--- config.mk ---
export PLATFORM = sky130hd
export DESIGN_NAME = bqp_ports
export DESIGN_NICKNAME = d
export VERILOG_FILES = /design/src/bqp_pkg.sv /design/src/bqp_pin_sync.sv /design/src/bqp_ports.sv
export VERILOG_INCLUDE_DIRS = /design/src /design/src/src
export SDC_FILE = /design/constraint.sdc
export NUM_CORES = 1
export LEC_CHECK = 0
export BUFFER_PORTS_ARGS = -buffer_cell sky130_fd_sc_hd__buf_2
export CORE_MARGIN = 5
export CORE_UTILIZATION = 45
export DETAILED_ROUTE_END_ITERATION = 8
export PLACE_DENSITY = 0.77
export SLEW_MARGIN = 30
export SYNTH_ARGS = -nofsm -noshare
export SYNTH_HDL_FRONTEND = slang
export SYNTH_SLANG_ARGS = --single-unit
--- constraint.sdc ---
create_clock -name clk -period 1.1 [get_ports clk]
set_input_delay 0.11 -clock clk [delete_from_list [all_inputs] [get_ports clk]]
set_output_delay 0.11 -clock clk [all_outputs]
set_load 0.02 [all_outputs]
--- src/bqp_cfg.svh ---
`ifndef BQP_CFG_SVH
`define BQP_CFG_SVH

// port width and latch reset value
`define BQP_PORT_W        8
`define BQP_LATCH_RST     8'hff
// bit positions of the timer 2 alternate pins on the pull-up port
`define BQP_T2_COUNT_BIT  0
`define BQP_T2_TRIG_BIT   1
// pin input synchroniser depth
`define BQP_SYNC_DEPTH    3

`endif

--- src/bqp_pkg.sv ---
package bqp_pkg;

	// who owns the muxed bus port pins
	typedef enum logic [1:0] {
		BQP_MODE_GPIO   = 2'b00,
		BQP_MODE_EXTBUS = 2'b01,
		BQP_MODE_PROG   = 2'b10,
		BQP_MODE_VERIFY = 2'b11
	} bqp_mode_t;

	// phase of an external bus cycle on the muxed bus port
	typedef enum logic [1:0] {
		BQP_PH_IDLE = 2'b00,
		BQP_PH_ADDR = 2'b01,
		BQP_PH_WDAT = 2'b10,
		BQP_PH_RDAT = 2'b11
	} bqp_phase_t;

endpackage : bqp_pkg

--- src/bqp_pin_sync.sv ---
`timescale 1ns/10ps
`default_nettype none
`include "bqp_cfg.svh"

// three-stage pin synchroniser; output moves only when stages 2 and 3 agree
module bqp_pin_sync #(
	parameter int W = 8
) (
	// clock and reset
	input  wire logic         clk,
	input  wire logic         nrst,
	// raw pin level and filtered result
	input  wire logic [W-1:0] pin,
	output logic      [W-1:0] level
);

	logic [W-1:0] s1;
	logic [W-1:0] s2;
	logic [W-1:0] s3;
	logic [W-1:0] next_level;

	// =========================================================
	// agreement filter: s1 is read only by s2
	always_comb begin
		for (int i = 0; i < W; i++) begin
			next_level[i] = (s2[i] == s3[i]) ? s2[i] : level[i];
		end
	end

	// resets to high, matching released or pulled-up pins
	always_ff @(posedge clk) begin
		if (!nrst) begin
			s1    <= {W{1'b1}};
			s2    <= {W{1'b1}};
			s3    <= {W{1'b1}};
			level <= {W{1'b1}};
		end else begin
			s1    <= pin;
			s2    <= s1;
			s3    <= s2;
			level <= next_level;
		end
	end

endmodule : bqp_pin_sync
`default_nettype wire

--- src/bqp_ports.sv ---
`timescale 1ns/10ps
`default_nettype none
`include "bqp_cfg.svh"

// =============================================================
// Overview of operation
// - muxed bus port is 8-bit open drain; as general output only drives low
// - latch bit one releases the pin so it can be read as input
// - external memory accesses put address then data on muxed bus pins
// - in bus mode a one is driven high actively, not left floating
// - host gives code bytes in programming; device drives them in verify
// - pull-up port is 8-bit with internal pull-ups; latch one reads input
// - host supplies low address on pull-up port in programming and verify
// - pull-up bit 0 is timer 2 count input or clock output
// - pull-up bit 1 is timer 2 capture, reload and direction trigger
module bqp_ports #(
	parameter int W = `BQP_PORT_W
) (
	// clock and reset
	input  wire logic              clk,
	input  wire logic              nrst,
	// core latch writes
	input  wire logic              mux_latch_we,
	input  wire logic [W-1:0]      mux_latch_wdata,
	input  wire logic              pu_latch_we,
	input  wire logic [W-1:0]      pu_latch_wdata,
	// pin ownership
	input  wire bqp_pkg::bqp_mode_t mode,
	// external bus phase with address and write data
	input  wire bqp_pkg::bqp_phase_t bus_phase,
	input  wire logic [W-1:0]      bus_addr_lo,
	input  wire logic [W-1:0]      bus_wdata,
	// stored code byte shown in verify mode
	input  wire logic [W-1:0]      verify_code,
	// timer 2 clock-out
	input  wire logic              t2_clkout_en,
	input  wire logic              t2_clkout,
	// muxed bus port pins
	input  wire logic [W-1:0]      muxed_bus_port_in,
	output logic      [W-1:0]      muxed_bus_port_out,
	output logic      [W-1:0]      muxed_bus_port_oe,
	// pull-up port pins
	input  wire logic [W-1:0]      pullup_port_in,
	output logic      [W-1:0]      pullup_port_out,
	output logic      [W-1:0]      pullup_port_oe,
	// values seen by the core
	output logic      [W-1:0]      mux_pin_level,
	output logic      [W-1:0]      pu_pin_level,
	output logic      [W-1:0]      mux_latch,
	output logic      [W-1:0]      pu_latch,
	output logic      [W-1:0]      prog_code,
	output logic      [W-1:0]      prog_addr_lo,
	output logic                   timer2_count_pin,
	output logic                   timer2_trigger_pin
);

	logic [W-1:0] mux_sync;
	logic [W-1:0] pu_sync;
	logic [W-1:0] next_mux_latch;
	logic [W-1:0] next_pu_latch;
	logic [W-1:0] next_mux_out;
	logic [W-1:0] next_mux_oe;
	logic [W-1:0] next_pu_out;
	logic [W-1:0] next_pu_oe;
	logic [W-1:0] next_prog_code;
	logic [W-1:0] next_prog_addr;
	logic [W-1:0] pu_drive;

	// =========================================================
	// pin synchronisers for both ports
	bqp_pin_sync #(.W(W)) u_mux_sync (
		.clk   (clk),
		.nrst  (nrst),
		.pin   (muxed_bus_port_in),
		.level (mux_sync)
	);

	bqp_pin_sync #(.W(W)) u_pu_sync (
		.clk   (clk),
		.nrst  (nrst),
		.pin   (pullup_port_in),
		.level (pu_sync)
	);

	// =========================================================
	// output latches
	always_comb begin
		next_mux_latch = mux_latch_we ? mux_latch_wdata : mux_latch;
		next_pu_latch  = pu_latch_we ? pu_latch_wdata : pu_latch;
	end

	// =========================================================
	// muxed bus port drive
	always_comb begin
		next_mux_out = {W{1'b0}};
		next_mux_oe  = {W{1'b0}};
		case (mode)
			bqp_pkg::BQP_MODE_GPIO: begin
				// open drain: only zeros drive, ones float
				next_mux_out = {W{1'b0}};
				next_mux_oe  = ~mux_latch;
			end
			bqp_pkg::BQP_MODE_EXTBUS: begin
				// both levels driven hard in address and write-data phases; pins released otherwise
				case (bus_phase)
					bqp_pkg::BQP_PH_ADDR: begin
						next_mux_out = bus_addr_lo;
						next_mux_oe  = {W{1'b1}};
					end
					bqp_pkg::BQP_PH_WDAT: begin
						next_mux_out = bus_wdata;
						next_mux_oe  = {W{1'b1}};
					end
					default: begin
						next_mux_out = {W{1'b0}};
						next_mux_oe  = {W{1'b0}};
					end
				endcase
			end
			bqp_pkg::BQP_MODE_PROG: begin
				// host drives code bytes; pins released
				next_mux_out = {W{1'b0}};
				next_mux_oe  = {W{1'b0}};
			end
			bqp_pkg::BQP_MODE_VERIFY: begin
				// stored code byte out; ones need the external pull-up
				next_mux_out = {W{1'b0}};
				next_mux_oe  = ~verify_code;
			end
			default: begin
				next_mux_out = {W{1'b0}};
				next_mux_oe  = {W{1'b0}};
			end
		endcase
	end

	// =========================================================
	// pull-up port drive; a one is modelled as an active high drive
	always_comb begin
		pu_drive = pu_latch;
		if (t2_clkout_en) begin
			pu_drive[`BQP_T2_COUNT_BIT] = t2_clkout;
		end
		next_pu_out = pu_drive;
		next_pu_oe  = {W{1'b1}};
		// host owns the address pins while programming or verifying
		if (mode == bqp_pkg::BQP_MODE_PROG ||
		    mode == bqp_pkg::BQP_MODE_VERIFY) begin
			next_pu_out = {W{1'b0}};
			next_pu_oe  = {W{1'b0}};
		end
	end

	// =========================================================
	// captured host bytes; code byte holds outside programming, address holds outside host modes
	always_comb begin
		next_prog_code = (mode == bqp_pkg::BQP_MODE_PROG) ?
		                 mux_sync : prog_code;
		next_prog_addr = (mode == bqp_pkg::BQP_MODE_PROG ||
		                  mode == bqp_pkg::BQP_MODE_VERIFY) ?
		                 pu_sync : prog_addr_lo;
	end

	// =========================================================
	// all outputs registered; latches reset to ones
	always_ff @(posedge clk) begin
		if (!nrst) begin
			mux_latch          <= W'(`BQP_LATCH_RST);
			pu_latch           <= W'(`BQP_LATCH_RST);
			muxed_bus_port_out <= {W{1'b0}};
			muxed_bus_port_oe  <= {W{1'b0}};
			pullup_port_out    <= {W{1'b0}};
			pullup_port_oe     <= {W{1'b0}};
			mux_pin_level      <= {W{1'b1}};
			pu_pin_level       <= {W{1'b1}};
			prog_code          <= {W{1'b0}};
			prog_addr_lo       <= {W{1'b0}};
			timer2_count_pin   <= 1'b1;
			timer2_trigger_pin <= 1'b1;
		end else begin
			mux_latch          <= next_mux_latch;
			pu_latch           <= next_pu_latch;
			muxed_bus_port_out <= next_mux_out;
			muxed_bus_port_oe  <= next_mux_oe;
			pullup_port_out    <= next_pu_out;
			pullup_port_oe     <= next_pu_oe;
			mux_pin_level      <= mux_sync;
			pu_pin_level       <= pu_sync;
			prog_code          <= next_prog_code;
			prog_addr_lo       <= next_prog_addr;
			timer2_count_pin   <= pu_sync[`BQP_T2_COUNT_BIT];
			timer2_trigger_pin <= pu_sync[`BQP_T2_TRIG_BIT];
		end
	end
endmodule : bqp_ports
`default_nettype wire

==> results.rst <==
.. list-table::
   :header-rows: 1

   * - Metric
     - Value
   * - Status
     - finished, violations left
   * - Failing checks
     - setup timing
   * - Final Routed Wirelength
     - 12.5 mm
   * - Fin area
     - 7270 µm²
   * - Number of routed nets with antenna violations
     - 0
   * - IR drop worst, VDD
     - 1260 µV
   * - Req. time, crit path
     - 0.99 ns
   * - Root Driver
     - sky130_fd_sc_hd__clkbuf_8
   * - FF+latch count, synth
     - 137
   * - Iteration count of the initial detailed-routing pass
     - 4
   * - Number of buffers created by CTS
     - 17
   * - I/O Pins
     - 148
   * - Number of max-cap violations
     - 0
   * - Yosys warning total
     - 0
   * - Count of unique library cells instantiated by Yosys
     - 21
   * - Post-synthesis cell area
     - 4520 µm²
   * - Layout cell share with drive strength beyond 1
     - 42.6%
   * - Reg2Reg Depth
     - 3
   * - Relative slew margins
     - 61.9%
   * - Die Width
     - 110 µm
   * - WP buf/inv
     - 1
   * - Clock transition at the register clock pins on the worst setup and hold paths after CTS
     - 0.06 ns
   * - Number of remaining DRC errors
     - 0
   * - Stages on worst setup path
     - 1
   * - Dominant cell type by area after synthesis
     - sky130_fd_sc_hd__dfxtp_1
   * - Largest delay share family, worst path
     - flip-flops
   * - Initial core utilization
     - 46.2%
   * - RSZ-0062 raised after global routing
     - true
   * - Maximum cell stage delay along the critical path
     - 0.38 ns
   * - Wire length of the first global-routing pass
     - 18.3 mm
   * - Pwr dens
     - 1790 nW/µm²
   * - Slew at the pin closest to its max-slew limit
     - 0.570 ns
   * - Slowest library cell on the worst path
     - sky130_fd_sc_hd__dfxtp_4
   * - Category of the worst setup path launch point
     - register
   * - Commonest non-fill, non-tap cells in the layout
     - 72 x sky130_fd_sc_hd__buf_6, 69 x sky130_fd_sc_hd__dfxtp_1, 67 x sky130_fd_sc_hd__dfxtp_2
   * - Crit path cell chain
     - buf_4
   * - Chip Height
     - 110 µm
   * - Total of buffers placed on input and output ports
     - 147
   * - Number of antenna violations at the first check in global routing
     - 0
   * - Cell depth of the worst min-delay path
     - 3
   * - Clock H-tree levels
     - 4
   * - Layout-stage area growth over the synthesis result
     - 60.9%
   * - Portion of the post-synthesis area used by sequential elements
     - 60.7%
   * - Hold Crit Class
     - primary input to register
   * - Total die area
     - 12100 µm²
   * - Final Skew
     - 0.00360 ns
   * - Portion of the clock cycle consumed by the worst path in the final layout
     - 104%
   * - Critical Path Fanout Max
     - 8
   * - Number of global-route vias before repair
     - 3846
   * - Clk buf depth
     - 2
   * - Utilization after layout
     - 74.4%
   * - Clk_lat worst skew
     - 0.50 ns
   * - Total routing resource utilization after global routing
     - 20.0%
   * - Avg Cell Area, Syn
     - 10.7 µm²
   * - Most common library cell in the layout ignoring fill and taps
     - sky130_fd_sc_hd__buf_6
   * - Worst Setup Slack, final
     - -0.0461 ns
   * - Category of the critical setup timing path
     - register to primary output
   * - Area share of the largest cell type after synthesis
     - 60.7%
   * - Crit path DAT
     - 1.04 ns
   * - Nets
     - 714
   * - Number of max-slew violations in the final report
     - 0
   * - Dpl hpwl
     - 6.92 mm
   * - Max frequency
     - 0.872 GHz
   * - Sinks on the clock net
     - 137
   * - Final weighted congestion in routability-driven placement
     - 0.778
   * - Synth area leaders
     - sky130_fd_sc_hd__dfxtp_1 61%, sky130_fd_sc_hd__nand2b_1 8.9%, sky130_fd_sc_hd__mux2i_1 5.5%
   * - Shortest clock period the worst path allows after layout
     - 1.15 ns
   * - Total grt overflow
     - 0
   * - Number of endpoints failing setup at the final stage
     - 8
   * - Wire length per cell
     - 15.9 µm
   * - TritonCTS clock tree
     - yes
   * - Core area
     - 9770 µm²
   * - Number of vias per cell after detailed routing
     - 4.79
   * - Site Rows
     - 36
   * - CP Capture Type
     - primary output
   * - Hold WS
     - 0.0177 ns
   * - Leakage power summed over all cells
     - 3.14 nW
   * - Count of mapped cells out of synthesis
     - 424
   * - Number of vias in the routed layout
     - 3776
   * - Total nets after synthesis
     - 496
   * - Final number of hold-violating endpoints
     - 0
   * - Antenna cell count
     - 0
   * - Placed Area
     - 5340 µm²
   * - Pin count of the biggest net entering global routing
     - 28
   * - Initial DRC Count
     - 168
[worst paths after layout]
kind                                start                      endpoint  slack [ns]
min reg2reg   u_mux_sync.s1[2]$_SDFF_PN1_   u_mux_sync.s2[2]$_SDFF_PN1_        0.40
min                           pu_latch_we      pu_latch[7]$_SDFFE_PN1P_        0.02
max reg2reg  prog_addr_lo[5]$_SDFFE_PN0P_  prog_addr_lo[5]$_SDFFE_PN0P_        0.09
max          pullup_port_oe[6]$_SDFF_PN0_             pullup_port_oe[7]       -0.05
[through the flow]
stage / instances / TNS (ns) / total power, W / setup slack [ns]
floorplan: 424 / 0 / 0.00595 / 0.00702
global placement: 683 / -2.29 / 0.00627 / -0.161
detailed placement: 683 / -3.68 / 0.00631 / -0.218
CTS: 788 / -0.516 / 0.0130 / -0.0617
global route: 788 / -1.82 / 0.0135 / -0.107
finish: 788 / -0.333 / 0.0130 / -0.0461
[power breakdown]
group          total (W)  switching, W  internal, W
Combinational    0.00135      0.000616     0.000738
Clock            0.00635       0.00213      0.00422
Sequential       0.00531      0.000120      0.00519
[layer usage]
layer / track usage (%) / part of all wire [%]
met5: 0 / 0
met4: 7.92 / 3.1
met3: 6.46 / 6.3
met2: 38.0 / 53
met1: 19.9 / 38
[cells by family after synthesis]
family | synth area share, %
flip-flops | 60.7
adder cells (fa/ha/maj) | 1.66
buffers and inverters | 5.76
AO/OA/AOI/OAI | 8.42
multiplexers | 5.54
AND/OR/NAND/NOR | 17.9
[worst min-delay path: cells and delay by family]
kind	cells	cell delay [ns]
buffers and inverters	1	0.18
multiplexers	1	0.14
AND/OR/NAND/NOR	1	0.06
[layout make-up]
class,instances,area (µm²)
Clock buffer,18,428
Clock inverter,14,243
Fill cell,624,2500
Inverter,5,18.8
Multi-Input combinational cell,242,1520
Sequential cell,137,2830
Tap cell,133,166
Timing Repair Buffer,239,2070
[synth_stat cells]
| cell type | number |
|---|---|
| sky130_fd_sc_hd__dfxtp_1 | 137 |
| sky130_fd_sc_hd__nand2b_1 | 64 |
| sky130_fd_sc_hd__nor2_1 | 32 |
| sky130_fd_sc_hd__mux2i_1 | 25 |
| sky130_fd_sc_hd__a21oi_1 | 24 |
| sky130_fd_sc_hd__nand2_1 | 24 |
| sky130_fd_sc_hd__o21ai_0 | 24 |
| sky130_fd_sc_hd__buf_4 | 18 |
| sky130_fd_sc_hd__nor2b_1 | 10 |
| sky130_fd_sc_hd__clkbuf_1 | 9 |
| sky130_fd_sc_hd__a22oi_1 | 8 |
| sky130_fd_sc_hd__o311a_1 | 8 |
| sky130_fd_sc_hd__or3b_1 | 8 |
| sky130_fd_sc_hd__and2_1 | 7 |
| sky130_fd_sc_hd__buf_2 | 7 |
| sky130_fd_sc_hd__ha_1 | 6 |
| sky130_fd_sc_hd__inv_1 | 5 |
| sky130_fd_sc_hd__buf_1 | 4 |
| sky130_fd_sc_hd__buf_6 | 2 |
| sky130_fd_sc_hd__nand4bb_1 | 1 |
| sky130_fd_sc_hd__nor3b_2 | 1 |
[repair_timing]
action	in CTS	in global routing
endpoints found under the hold margin	54	6
resized for setup	142	81
buffers inserted	12	0
setup endpoints to repair	62	87
hold buffers	61	6
Note: power is estimated with default switching activity, not from simulation.
